==> src/logic/fdhrp_pkg.sv <==
// Purpose: constants for the floppy host register port
// Assumes: pclk at 200 MHz, APB with 32-bit data
// Notes: rate clocks arrive as pins and are divided here
// How it works
// - host strobes count only with select, DMA grant or a load decode low
// - selected read drives data or status
// - selected write latches bus into buffer
// - select line high data, low status
// - main status readable at any moment
// - four result status registers kept
// - rate register takes two low bits
// - 32 MHz adds 1M; 16 MHz three rates
// - 9.6 MHz clock gives 300 kb/s
// - mode restricting to 150 FM/300 MFM
// - precompensation on, disable, 125 or 187 ns
// - seeks overlap on up to four drives
// - DMA or programmed transfer selectable
// - interrupt and DMA request gated
// - host accesses need no wait states
// - step and head times programmable over APB
// - DMA grant acts as data register access
// - rate decode with write loads rate
// - ops decode with write loads ops register
// - reset idles, clears outputs, base mode
package fdhrp_pkg;
  localparam logic [11:0] OFS_CONFIG = 12'h000;
  localparam logic [11:0] OFS_MSR = 12'h004;
  localparam logic [11:0] OFS_TO_HOST = 12'h008;
  localparam logic [11:0] OFS_FROM_HOST = 12'h00c;
  localparam logic [11:0] OFS_HOST_REGS = 12'h010;
  localparam logic [11:0] OFS_EVENTS = 12'h014;
  localparam logic [11:0] OFS_TIMING = 12'h018;
  localparam logic [11:0] OFS_REQ = 12'h01c;
  localparam logic [11:0] OFS_RESULT0 = 12'h020;
  localparam logic [11:0] OFS_RESULT3 = 12'h02c;
  // config and ops bit positions
  localparam int CFG_EXT = 0;
  localparam int CFG_PDOWN = 1;
  localparam int CFG_PIO = 2;
  localparam int CFG_RESTRICT = 3;
  localparam int CFG_MFM = 4;
  localparam int CFG_PRE_DIS = 5;
  localparam int CFG_SLOW = 6;
  localparam int OPS_DMA_GATE = 3;
  // event bit positions
  localparam int EV_HOST_WR = 0;
  localparam int EV_HOST_RD = 1;
  localparam int EV_BAD_WR = 2;
  localparam int EV_OPS = 3;
  localparam int EV_RATE = 4;
  // reset values
  localparam logic [6:0] CONFIG_RST = 7'h00;
  localparam logic [7:0] MSR_RST = 8'h80;
  localparam logic [1:0] RATE_500 = 2'h0;
  localparam logic [1:0] RATE_300 = 2'h1;
  localparam logic [1:0] RATE_250 = 2'h2;
  localparam logic [1:0] RATE_1M = 2'h3;
  localparam logic [1:0] RATE_RST = RATE_500;
  // divide ratios as powers of two of the source clock
  localparam logic [3:0] DIV_32 = 4'h5;
  localparam logic [3:0] DIV_64 = 4'h6;
  localparam logic [3:0] DIV_128 = 4'h7;
  localparam logic [3:0] DIV_256 = 4'h8;
  // precompensation shift
  localparam int PCLK_MHZ = 200;
  localparam int PRE_SHORT_NS = 125;
  localparam int PRE_LONG_NS = 187;
  localparam int PRE_SHORT_CYC = PRE_SHORT_NS * PCLK_MHZ / 1000;
  localparam int PRE_LONG_CYC = PRE_LONG_NS * PCLK_MHZ / 1000;
endpackage

==> src/logic/fdhrp_rate_gen.sv <==
// Purpose: divides sampled rate clock edges into a bit-rate tick
// Assumes: src_edge is a one-cycle pulse per source clock rise
// Notes: divide ratio is two to the power div_log
module fdhrp_rate_gen
  import fdhrp_pkg::*;
#(
  parameter int CNT_W = 8
) (
  input wire logic pclk,
  input wire logic presetn,
  input wire logic src_edge,
  input wire logic [3:0] div_log,
  output logic tick
);
  initial begin
    if (CNT_W < 8 || CNT_W > 15) begin
      $error("fdhrp_rate_gen: CNT_W out of range");
    end
  end

  typedef struct packed {
    logic [CNT_W-1:0] cnt;
    logic tick;
  } fdhrp_gen_t;

  fdhrp_gen_t r;
  fdhrp_gen_t next_r;
  logic [CNT_W:0] full;

  always_comb begin
    next_r = r;
    full = ((CNT_W+1)'(1) << div_log) - (CNT_W+1)'(1);
    next_r.tick = 1'b0;
    if (src_edge) begin
      if (r.cnt >= full[CNT_W-1:0]) begin
        next_r.cnt = '0;
        next_r.tick = 1'b1;
      end else begin
        next_r.cnt = r.cnt + CNT_W'(1);
      end
    end
  end

  always_ff @(posedge pclk or negedge presetn) begin
    if (!presetn) begin
      r <= '0;
    end else begin
      r <= next_r;
    end
  end

  assign tick = r.tick;
endmodule

==> src/logic/fdhrp_top.sv <==
// Purpose: host register port of a floppy subsystem controller
// Assumes: host pins are asynchronous and pass two flip-flops
// Notes: formatter side reaches the port over APB
module fdhrp_top
  import fdhrp_pkg::*;
(
  input wire logic pclk,
  input wire logic presetn,
  input wire logic psel,
  input wire logic penable,
  input wire logic pwrite,
  input wire logic [11:0] paddr,
  input wire logic [31:0] pwdata,
  output logic [31:0] prdata,
  output logic pready,
  output logic pslverr,
  input wire logic cs_n,
  input wire logic rd_n,
  input wire logic wr_n,
  input wire logic register_select_line,
  input wire logic dma_grant_input_n,
  input wire logic rate_reg_load_decode_n,
  input wire logic ops_reg_load_decode_n,
  input wire logic [7:0] db_in,
  output logic [7:0] db_out,
  output logic db_oe,
  input wire logic dual_speed_drive_input,
  input wire logic precomp_long_sel,
  input wire logic primary_is_32mhz,
  input wire logic primary_rate_clock,
  input wire logic alt_rate_clock,
  output logic irq_out,
  output logic irq_oe,
  output logic drq_out,
  output logic drq_oe,
  output logic [1:0] rate_code,
  output logic alt_clock_used,
  output logic rate_tick,
  output logic precomp_enable,
  output logic [5:0] precomp_shift,
  output logic [3:0] drive_seeking,
  output logic [3:0] step_rate,
  output logic [3:0] head_unload,
  output logic [6:0] head_load
);
  typedef struct packed {
    logic [1:0] cs_n_s;
    logic [1:0] rd_n_s;
    logic [1:0] wr_n_s;
    logic [1:0] a0_s;
    logic [1:0] dma_grant_input_n_s;
    logic [1:0] rate_reg_load_decode_n_s;
    logic [1:0] ops_reg_load_decode_n_s;
    logic [1:0] drv_s;
    logic [1:0] pcl_s;
    logic [1:0] c32_s;
    logic [1:0][7:0] db_s;
    logic [2:0] primary_rate_clock_s;
    logic [2:0] alt_rate_clock_s;
    logic [1:0] strap_cnt;
    logic is32;
    logic rd_act;
    logic wr_act;
    logic wr_a0;
    logic rate_reg_load_decode_act;
    logic ops_reg_load_decode_act;
    logic [7:0] wr_hold;
    logic [7:0] db_out;
    logic db_oe;
    logic [6:0] config_bits;
    logic [7:0] msr;
    logic [7:0] to_host;
    logic [7:0] from_host;
    logic [1:0] rate;
    logic [7:0] ops;
    logic [7:0] msr1;
    logic [4:0] events;
    logic [14:0] timing;
    logic [1:0] req;
    logic [3:0][7:0] result;
    logic pready;
    logic [31:0] prdata;
    logic pslverr;
    logic irq;
    logic irq_oe;
    logic drq;
    logic drq_oe;
    logic use_alt;
    logic [3:0] div_log;
    logic precomp_en;
    logic [5:0] pre_shift;
  } fdhrp_state_t;

  fdhrp_state_t r;
  fdhrp_state_t next_r;
  logic sel;
  logic dma_grant_input;
  logic host_rd;
  logic host_wr;
  logic a0_eff;
  logic ld_rate;
  logic ld_ops;
  logic ext;
  logic apb_wr;
  logic [4:0] ev_set;
  logic [4:0] ev_clr;
  logic [1:0] idx;
  logic src_edge;

  ////////////////////////////////////////////////////////////////////////
  always_comb begin
    next_r = r;
    ev_set = '0;
    ev_clr = '0;
    idx = paddr[3:2];
    // pin synchronisers, first stage read only by second
    next_r.cs_n_s = {r.cs_n_s[0], cs_n};
    next_r.rd_n_s = {r.rd_n_s[0], rd_n};
    next_r.wr_n_s = {r.wr_n_s[0], wr_n};
    next_r.a0_s = {r.a0_s[0], register_select_line};
    next_r.dma_grant_input_n_s = {r.dma_grant_input_n_s[0], dma_grant_input_n};
    next_r.rate_reg_load_decode_n_s = {r.rate_reg_load_decode_n_s[0], rate_reg_load_decode_n};
    next_r.ops_reg_load_decode_n_s = {r.ops_reg_load_decode_n_s[0], ops_reg_load_decode_n};
    next_r.drv_s = {r.drv_s[0], dual_speed_drive_input};
    next_r.pcl_s = {r.pcl_s[0], precomp_long_sel};
    next_r.c32_s = {r.c32_s[0], primary_is_32mhz};
    next_r.db_s = {r.db_s[0], db_in};
    next_r.primary_rate_clock_s = {r.primary_rate_clock_s[1:0], primary_rate_clock};
    next_r.alt_rate_clock_s = {r.alt_rate_clock_s[1:0], alt_rate_clock};
    // strap taken once the synchroniser holds the pin
    if (r.strap_cnt != 2'h3) begin
      next_r.strap_cnt = r.strap_cnt + 2'h1;
    end
    if (r.strap_cnt == 2'h2) begin
      next_r.is32 = r.c32_s[1];
    end

    ////////////////////////////////////////////////////////////////////
    // host strobe decode
    ext = r.config_bits[CFG_EXT];
    sel = !r.cs_n_s[1];
    dma_grant_input = !r.dma_grant_input_n_s[1] && (!ext || r.ops[OPS_DMA_GATE]);
    a0_eff = dma_grant_input || r.a0_s[1];
    host_rd = !r.rd_n_s[1] && (sel || dma_grant_input);
    host_wr = !r.wr_n_s[1] && (sel || dma_grant_input);
    ld_rate = !r.wr_n_s[1] && !r.rate_reg_load_decode_n_s[1];
    ld_ops = !r.wr_n_s[1] && !r.ops_reg_load_decode_n_s[1];

    // read drives data or status, bus released otherwise
    next_r.db_oe = host_rd;
    if (host_rd) begin
      next_r.db_out = a0_eff ? r.to_host : r.msr;
    end
    next_r.rd_act = host_rd;
    if (host_rd && !r.rd_act && a0_eff) begin
      ev_set[EV_HOST_RD] = 1'b1;
    end

    // write data held while strobe low, committed at its end
    if (!r.wr_n_s[1]) begin
      next_r.wr_hold = r.db_s[1];
    end
    next_r.wr_act = host_wr;
    if (host_wr) begin
      next_r.wr_a0 = a0_eff;
    end
    if (r.wr_act && !host_wr) begin
      if (r.wr_a0) begin
        next_r.from_host = r.wr_hold;
        ev_set[EV_HOST_WR] = 1'b1;
      end else if (r.config_bits[CFG_PDOWN]) begin
        next_r.msr1 = r.wr_hold;
      end else begin
        ev_set[EV_BAD_WR] = 1'b1;
      end
    end
    next_r.rate_reg_load_decode_act = ld_rate;
    if (r.rate_reg_load_decode_act && !ld_rate) begin
      next_r.rate = r.wr_hold[1:0];
      ev_set[EV_RATE] = 1'b1;
    end
    next_r.ops_reg_load_decode_act = ld_ops;
    if (r.ops_reg_load_decode_act && !ld_ops) begin
      next_r.ops = r.wr_hold;
      ev_set[EV_OPS] = 1'b1;
    end

    ////////////////////////////////////////////////////////////////////
    // data rate source and divide selection
    next_r.use_alt = 1'b0;
    if (r.config_bits[CFG_RESTRICT]) begin
      next_r.use_alt = 1'b1;
      next_r.div_log = r.config_bits[CFG_MFM] ? DIV_32 : DIV_64;
    end else begin
      case (r.rate)
        RATE_500: next_r.div_log = r.is32 ? DIV_64 : DIV_32;
        RATE_300: begin
          if (r.drv_s[1]) begin
            next_r.use_alt = 1'b1;
            next_r.div_log = DIV_32;
          end else begin
            next_r.div_log = r.is32 ? DIV_128 : DIV_64;
          end
        end
        RATE_250: begin
          if (r.config_bits[CFG_SLOW]) begin
            next_r.div_log = r.is32 ? DIV_256 : DIV_128;
          end else begin
            next_r.div_log = r.is32 ? DIV_128 : DIV_64;
          end
        end
        default: next_r.div_log = r.is32 ? DIV_32 : DIV_128;
      endcase
    end

    // precompensation
    next_r.precomp_en = !r.config_bits[CFG_PRE_DIS];
    next_r.pre_shift = r.pcl_s[1] ? 6'(PRE_LONG_CYC) : 6'(PRE_SHORT_CYC);

    // request gating
    next_r.irq = r.req[0];
    next_r.drq = r.req[1] && !r.config_bits[CFG_PIO];
    next_r.irq_oe = !ext || r.ops[OPS_DMA_GATE];
    next_r.drq_oe = !ext || r.ops[OPS_DMA_GATE];

    ////////////////////////////////////////////////////////////////////
    // APB slave, answer in the first access cycle
    next_r.pready = psel && !penable;
    apb_wr = psel && penable && r.pready && pwrite;
    // error flag stands with ready only
    next_r.pslverr = 1'b0;
    if (psel && !penable) begin
      next_r.prdata = '0;
      next_r.pslverr = 1'b0;
      if (paddr == OFS_CONFIG) begin
        next_r.prdata = {25'h0, r.config_bits};
      end else if (paddr == OFS_MSR) begin
        next_r.prdata = {24'h0, r.msr};
      end else if (paddr == OFS_TO_HOST) begin
        next_r.prdata = {24'h0, r.to_host};
      end else if (paddr == OFS_FROM_HOST) begin
        next_r.prdata = {24'h0, r.from_host};
      end else if (paddr == OFS_HOST_REGS) begin
        next_r.prdata = {8'h0, r.msr1, r.ops, 6'h0, r.rate};
      end else if (paddr == OFS_EVENTS) begin
        next_r.prdata = {27'h0, r.events};
      end else if (paddr == OFS_TIMING) begin
        next_r.prdata = {17'h0, r.timing};
      end else if (paddr == OFS_REQ) begin
        next_r.prdata = {30'h0, r.req};
      end else if (paddr >= OFS_RESULT0 && paddr <= OFS_RESULT3 &&
                   paddr[1:0] == 2'h0) begin
        next_r.prdata = {24'h0, r.result[idx]};
      end else begin
        next_r.pslverr = 1'b1;
      end
    end
    if (apb_wr) begin
      if (paddr == OFS_CONFIG) begin
        next_r.config_bits = pwdata[6:0];
      end else if (paddr == OFS_MSR) begin
        next_r.msr = pwdata[7:0];
      end else if (paddr == OFS_TO_HOST) begin
        next_r.to_host = pwdata[7:0];
      end else if (paddr == OFS_EVENTS) begin
        ev_clr = pwdata[4:0];
      end else if (paddr == OFS_TIMING) begin
        next_r.timing = pwdata[14:0];
      end else if (paddr == OFS_REQ) begin
        next_r.req = pwdata[1:0];
      end else if (paddr >= OFS_RESULT0 && paddr <= OFS_RESULT3 &&
                   paddr[1:0] == 2'h0) begin
        next_r.result[idx] = pwdata[7:0];
      end
    end
    // set wins over clear
    next_r.events = (r.events & ~ev_clr) | ev_set;
  end

  ////////////////////////////////////////////////////////////////////////
  always_ff @(posedge pclk or negedge presetn) begin
    if (!presetn) begin
      r <= '0;
      r.cs_n_s <= '1;
      r.rd_n_s <= '1;
      r.wr_n_s <= '1;
      r.dma_grant_input_n_s <= '1;
      r.rate_reg_load_decode_n_s <= '1;
      r.ops_reg_load_decode_n_s <= '1;
      r.drv_s <= '1;
      r.config_bits <= CONFIG_RST;
      r.msr <= MSR_RST;
      r.rate <= RATE_RST;
      r.div_log <= DIV_32;
    end else begin
      r <= next_r;
    end
  end

  assign src_edge = r.use_alt ? (r.alt_rate_clock_s[1] && !r.alt_rate_clock_s[2])
                              : (r.primary_rate_clock_s[1] && !r.primary_rate_clock_s[2]);

  fdhrp_rate_gen #(
    .CNT_W(8)
  ) u_rate_gen (
    .pclk(pclk),
    .presetn(presetn),
    .src_edge(src_edge),
    .div_log(r.div_log),
    .tick(rate_tick)
  );

  ////////////////////////////////////////////////////////////////////////
  // outputs from state flops
  assign prdata = r.prdata;
  assign pready = r.pready;
  assign pslverr = r.pslverr;
  assign db_out = r.db_out;
  assign db_oe = r.db_oe;
  assign irq_out = r.irq;
  assign irq_oe = r.irq_oe;
  assign drq_out = r.drq;
  assign drq_oe = r.drq_oe;
  assign rate_code = r.rate;
  assign alt_clock_used = r.use_alt;
  assign precomp_enable = r.precomp_en;
  assign precomp_shift = r.pre_shift;
  assign drive_seeking = r.msr[3:0];
  assign step_rate = r.timing[3:0];
  assign head_unload = r.timing[7:4];
  assign head_load = r.timing[14:8];
endmodule

==> config.mk <==
export PLATFORM = sky130hd
export DESIGN_NAME = fdhrp_top
export DESIGN_NICKNAME = d
export VERILOG_FILES = /design/src/logic/fdhrp_pkg.sv /design/src/logic/fdhrp_rate_gen.sv /design/src/logic/fdhrp_top.sv
export SDC_FILE = /design/constraint.sdc
export NUM_CORES = 1
export LEC_CHECK = 0
export ABC_AREA = 1
export BUFFER_PORTS_ARGS = -buffer_cell sky130_fd_sc_hd__buf_2
export CORE_ASPECT_RATIO = 0.8
export CORE_MARGIN = 2
export CORE_UTILIZATION = 40
export CTS_CLUSTER_SIZE = 20
export DETAILED_ROUTE_END_ITERATION = 16
export SETUP_SLACK_MARGIN = 0.02
export SLEW_MARGIN = 20
export SYNTH_ARGS = -nofsm -noshare
export SYNTH_HDL_FRONTEND = slang
export SYNTH_SLANG_ARGS = --single-unit
==> constraint.sdc <==
create_clock -name pclk -period 4 [get_ports pclk]
set_input_delay 0.4 -clock pclk [delete_from_list [all_inputs] [get_ports pclk]]
set_output_delay 0.4 -clock pclk [all_outputs]
set_load 0.005 [all_outputs]
Word-level counts from Yosys, hierarchy flattened
Index checks and enable logic that the tools add are counted.
{"block": "classes", "n_addsub": 3, "magnitude_cmp": 5, "n_eq_ne": 11, "n_shift": 1, "n_mux": 54, "n_bitwise": 10, "reduce_logical": 50}
{"op": "2-to-1 mux 24 bit", "count": 5}
{"op": "equality test 12 x 5 -> 1 bit (second input constant)", "count": 4}
{"op": "2-to-1 mux 8 bit", "count": 6}
{"op": "bitwise mux 32 bit", "count": 1}
{"op": "2-to-1 mux 15 bit", "count": 2}
{"op": "2-to-1 mux 5 bit", "count": 6}
{"op": "equality test 12 x 4 -> 1 bit (second input constant)", "count": 2}
{"op": "2-to-1 mux 1 bit", "count": 24}
{"op": "logical AND 1 bit", "count": 20}
{"op": "binary-select mux 8 bit (select 2 bit)", "count": 1}
{"op": "demux 8 bit (select 2 bit)", "count": 1}
{"op": "zero test 1 bit", "count": 16}
{"op": "equality test 12 x 3 -> 1 bit (second input constant)", "count": 1}
{"op": ">= comparator 12 x 6 -> 1 bit (second input constant)", "count": 1}
{"op": "<= comparator 12 x 6 -> 1 bit (second input constant)", "count": 1}
{"op": "zero test 12 bit", "count": 1}
{"op": "one-hot mux 4 bit (3 select lines)", "count": 1}
{"op": "adder 8 x 1 -> 8 bit (second input constant)", "count": 1}
{"op": ">= comparator 8 bit", "count": 1}
{"op": "2-to-1 mux 2 bit", "count": 4}
{"op": "2-to-1 mux 4 bit", "count": 2}
{"op": "AND reduction 8 bit", "count": 1}
{"op": "left shift 1 x 4 -> 8 bit (first input constant)", "count": 1}
{"op": "subtractor 8 x 2 -> 8 bit (second input constant)", "count": 1}
{"op": "other kinds (18)", "count": 30}
{"block": "word_totals", "ff_bits": 227, "in_bits": 69, "output_inout_bits": 77}

Logic depth before layout (Yosys ltp)
{"block": "logic_depth", "depth_word": 13, "mapped_depth": 13}

By module
From an unflattened synthesis, not the netlist that was laid out.
{"block": "unflattened", "hier_cells": 1003, "area_unflattened_um2": 9537.9}
{"module": "fdhrp_top", "instances": 1, "cells_per_inst": 904, "area_per_inst_um2": 8782.2, "seq_area_each_um2": 5201.2}
{"module": "fdhrp_rate_gen", "instances": 1, "cells_per_inst": 99, "area_per_inst_um2": 755.7, "seq_area_each_um2": 225.2}

Least setup slack after synthesis
OpenSTA, ideal clock, no wires.
{"block": "synth_path", "path_type": "register to register", "start": "register r[10] (netlist name)", "end": "register u_rate_gen.r[3] (netlist name)", "setup_time_ns": 0.086, "t_arrival_ns": 2.013, "setup_slack_ns": 1.901, "path_stages_with_launch": 14, "n_path_buf": 0, "period_less_slack_ns": 2.099, "path_cell_list": "dfrtp_1 > nor2_1 > nand3_1 > ha_1 > nand2_1 > xnor2_1 > ha_1 > nand2_1 > nor2_1 > a211oi_1 > nand3_1 > nand2_1 > inv_1 > nor3_1"}
{"block": "synth_via", "elab_chain_len": 4}
{"item": "left shift 1 x 4 -> 8 bit", "line": "fdhrp_rate_gen.sv:32", "source": "full = ((CNT_W+1)'(1) << div_log) - (CNT_W+1)'(1);"}
{"item": "subtractor 8 x 2 -> 8 bit", "line": "fdhrp_rate_gen.sv:32"}
{"item": ">= comparator 8 bit", "line": "fdhrp_rate_gen.sv:35", "source": "if (r.cnt >= full[CNT_W-1:0]) begin"}
{"item": "2-to-1 mux 8 bit", "line": "fdhrp_rate_gen.sv:35"}
{"item": "end signal: assignment", "line": "fdhrp_rate_gen.sv:48", "source": "r <= next_r;"}
{"item": "end: declaration", "line": "fdhrp_rate_gen.sv:26", "source": "fdhrp_gen_t r;"}
Every way passes these cells.
A chain may end at the register's enable or synchronous reset.

Final worst setup path
{"block": "layout_path", "start": "register r[10] (netlist name)", "end": "register u_rate_gen.r[3] (netlist name)"}
{"block": "layout_via", "elab_chain_len": 4}
{"item": "left shift 1 x 4 -> 8 bit", "line": "fdhrp_rate_gen.sv:32"}
{"item": "subtractor 8 x 2 -> 8 bit", "line": "fdhrp_rate_gen.sv:32"}
{"item": ">= comparator 8 bit", "line": "fdhrp_rate_gen.sv:35"}
{"item": "2-to-1 mux 8 bit", "line": "fdhrp_rate_gen.sv:35"}
Every way passes these cells.

==> results list <==
- The flow ran to the end, and the final reports show no timing, DRC or antenna violations.
* Primary flip-flop cell chosen by synthesis mapping: sky130_fd_sc_hd__dfrtp_1
- After detailed routing, the total wire length is 22.5 mm.
- Clock-pin slew was measured on the worst setup and hold paths at about 0.06 ns.
- A synthesized cell averages 9.43 um^2.
- For the worst setup path, the data arrival time is around 2.9 ns.
- The count of nets left with antenna violations once routing finished came out at 0.
* Routed vias/inst: 4.80
- Post-layout minimum cycle time: 2.44 ns
* EDFF count, synth: 0
- Sequential-to-total area share from yosys stat: 0.565
* Most common library cell in the layout ignoring fill and taps: sky130_fd_sc_hd__nand2_1
- Buffer and inverter count on the worst path: 1
- Slowest-stage cell, CP: sky130_fd_sc_hd__dfrtp_1
- The setup check on the worst reg-to-reg path leaves a slack of 1.56 ns.
- The synthesized netlist occupies a cell area of 0.00961 mm^2.
- Slew at the pin closest to its max-slew limit: 0.989 ns
- Later-pin clock latency in the skew report: roughly 0.53 ns
- Max-cap violations in this run came to 0.
- Category of the worst setup path launch point: register
* Library cell appearing most often on the critical path: sky130_fd_sc_hd__nand2_1
- Measured against its own limit, the worst slew margin works out to 0.336.
- Pin count of the biggest net entering global routing: 114
* Share of layout cells above drive strength 1: 0.217
- In this run the static leakage power is 0.00549 uW.
- Final setup violating endpoints: 0
* Count of mapped cells out of synthesis: a little over 1,000
- DR vias: 6,880
- Detailed placement ended at an HPWL of approximately 15 mm.
* Cell row count: 50
* Element type at the critical path end: register
- Port buffering added 119 buffers.
- The initial antenna violation count came to 0.
* Cell at the root of the clock tree: sky130_fd_sc_hd__clkbuf_16
- Of all nets on the critical path, the largest fanout is 7.
- Measured on the finished design, the core utilization comes to 0.466.
* RSZ-0062 raised after global routing: no
- Maximum resistive drop on vdd: 279 uV
- The floorplan step set the die width to 177 um.
- Global routing finished with a remaining overflow of 0.
- GR Util All Layers: 0.182
* Summed negative setup slack over all endpoints: 0 ns
- Vias in the first global route: approximately 6,600
* Num ports: between 100 and 150
- The critical path in this run is classified as register to register.
* Share of synthesized flip-flops with an asynchronous set or reset: 1.00
* Area share of the largest cell type after synthesis: 0.518
* Biggest cell delay along the critical path: 0.39 ns
- The clock passes through at most 3 buffers.
* Worst setup slack after layout: 1.56 ns
- Hold Fails Final Rpt: 0
- Required time at the worst-slack endpoint: 4.42 ns
* Post-cts gate resize count: 0
* DP Worst Slack: ~1.5 ns
- Final max-slew violation count: 0
- Avg WL per Cell: 15.7 um
- Clock tree synthesis inserted a total of 22 buffers.
* Series of cell instances along the critical path: nor2_1 -> nand3_1 -> ha_1 -> nand2_1 -> xnor2_1 -> ha_1 -> nand2_1 -> nor2_1 -> a211oi_1 -> nand3_1 -> nand2_1 -> inv_1 -> nor3_1
* Highest-count cells in the layout ignoring fill and taps: 267 x sky130_fd_sc_hd__nand2_1, 199 x sky130_fd_sc_hd__dfrtp_1, 118 x sky130_fd_sc_hd__buf_2
- Cell type contributing the most total cell area after synthesis: sky130_fd_sc_hd__dfrtp_1
- The first global-routing pass estimated 35.8 mm of wire.
- CTS saw between 200 and 250 sinks.
- Distinct cells, synth: 46
- For this configuration, the core starts out at a cell density of 0.409.
- In the final design database the tool counted 1,187 nets.
- Number of inserted diodes: 0
- Final worst clock skew: around 0.026 ns
- Placeable core region: 0.0235 mm^2
* Flop and latch count out of synthesis: 216
- Deepest level of the CTS H-tree: 1
* Detailed Routing Iterations Pass 1: 5
* Initial DRC Count: ~480
- The die covers 0.0253 mm^2.
* Die height: 143 um
* Clock tree from TritonCTS: done
* Final period utilization: 0.611
* Kind of cell with the highest combined delay on the critical path: simple AND/OR/NAND/NOR gates
- Compared with the post-synthesis result, the final layout area differs by 14.0%.
- The congestion estimate from routability-driven global placement came to between 0.8 and 0.9.
- Remaining DRCs: 0
- For this design the ratio of total power to cell area is 439 mW/mm^2.
- Main area contributors after synthesis: sky130_fd_sc_hd__dfrtp_1 52%, sky130_fd_sc_hd__nand2_1 10%, sky130_fd_sc_hd__buf_4 5.4%
- Timing would allow up to ~410 MHz.
- The Yosys step of the flow raised 0 warnings.
- The min-delay analysis places its worst path in the category input port to register.
-- flip-flops by register name, summed over array words and instances, names as in the netlist --
name,count
alt_clock_used,1
step_rate,4
next_r,23
prdata,24
u_rate_gen.r,8
precomp_enable,1
db_oe,1
precomp_shift,3
irq_out,1
head_load,7
rate_code,2
drive_seeking,4
ext,1
head_unload,4
pslverr,1
u_rate_gen.tick,1
drq_oe,1
r,119
db_out,8
pready,1
drq_out,1
-- stage by stage --
step	hold WS [ns]	total power (uW)	cell area [um^2]	std cells
3_5_place_dp	0.335	2820	10000	1372
4_1_cts	0.0919	4870	11000	1433
3_3_place_gp	0.335	2810	10000	1372
2_1_floorplan	0.104	2660	9640	1027
6_report	0.106	4810	11000	1433
5_1_grt	0.0991	5030	11000	1433
-- what timing repair did --
item / 4_1_cts / 5_1_grt
hold buffers: 21 / 0
endpoints found under the hold margin: 35 / 0
buffers inserted: 0 / 0
endpoints found under the setup margin: 0 / 0
-- final timing paths --
kind | from | depth (start not counted) | end
setup reg to reg | r[10] | 13 | u_rate_gen.r[3]
hold / removal | pwdata[10] | 2 | head_load[2]
min in group asynchronous | presetn | 2 | next_r[203]
setup / recovery | r[10] | 13 | u_rate_gen.r[3]
hold reg to reg | next_r[203] | 0 | r[203]
max in group asynchronous | presetn | 3 | next_r[209]
-- report_power, final --
group | switching [uW] | internal, uW | total (uW)
registers | 84.6 | 2310 | 2390
logic | 250 | 149 | 399
clock network | 856 | 1160 | 2020
-- synthesized netlist by cell type (6+ instances only) --
library cell,count
sky130_fd_sc_hd__nand2_1,267
sky130_fd_sc_hd__nand4_1,16
sky130_fd_sc_hd__o21ai_2,28
sky130_fd_sc_hd__buf_4,69
sky130_fd_sc_hd__nor2_1,71
sky130_fd_sc_hd__a31oi_1,8
sky130_fd_sc_hd__inv_1,71
sky130_fd_sc_hd__dfstp_2,17
sky130_fd_sc_hd__mux2_2,7
sky130_fd_sc_hd__inv_2,6
sky130_fd_sc_hd__nand3_1,48
sky130_fd_sc_hd__nand2_4,10
sky130_fd_sc_hd__o21ai_1,16
sky130_fd_sc_hd__clkbuf_1,9
sky130_fd_sc_hd__a21oi_1,27
sky130_fd_sc_hd__nor2_4,6
sky130_fd_sc_hd__o21ai_0,71
sky130_fd_sc_hd__ha_1,13
sky130_fd_sc_hd__buf_2,9
sky130_fd_sc_hd__dfrtp_1,199
-- cell families after synthesis --
group           share of synthesized area
simple gates                        0.202
flops                               0.565
buf+inv                            0.0983
compound gates                      0.101
fa+ha+maj                          0.0169
xor+xnor                          0.00820
mux                               0.00820
other cells                      0.000781
-- cell type report --
type,count,area (um^2)
fill,2323,12600
sequential,216,5430
multi-input combinational,640,3270
timing repair buffer,145,866
clock buffer,34,636
tap,312,390
inverter,80,303
clock inverter,6,68.8
-- per-layer routing --
| metal | vias up | part of all wire | wire length (um) | global-route usage |
|---|---|---|---|---|
| li1 | 3413 | - | - | - |
| met1 | 3273 | 0.49 | 11000 | 0.266 |
| met5 | - | 0 | 0 | 0 |
| met3 | 29 | 0.060 | 1350 | 0.0383 |
| met4 | 0 | 0.016 | 360 | 0.0358 |
| met2 | 165 | 0.43 | 9740 | 0.280 |
Power figures use the tool's default switching activity.
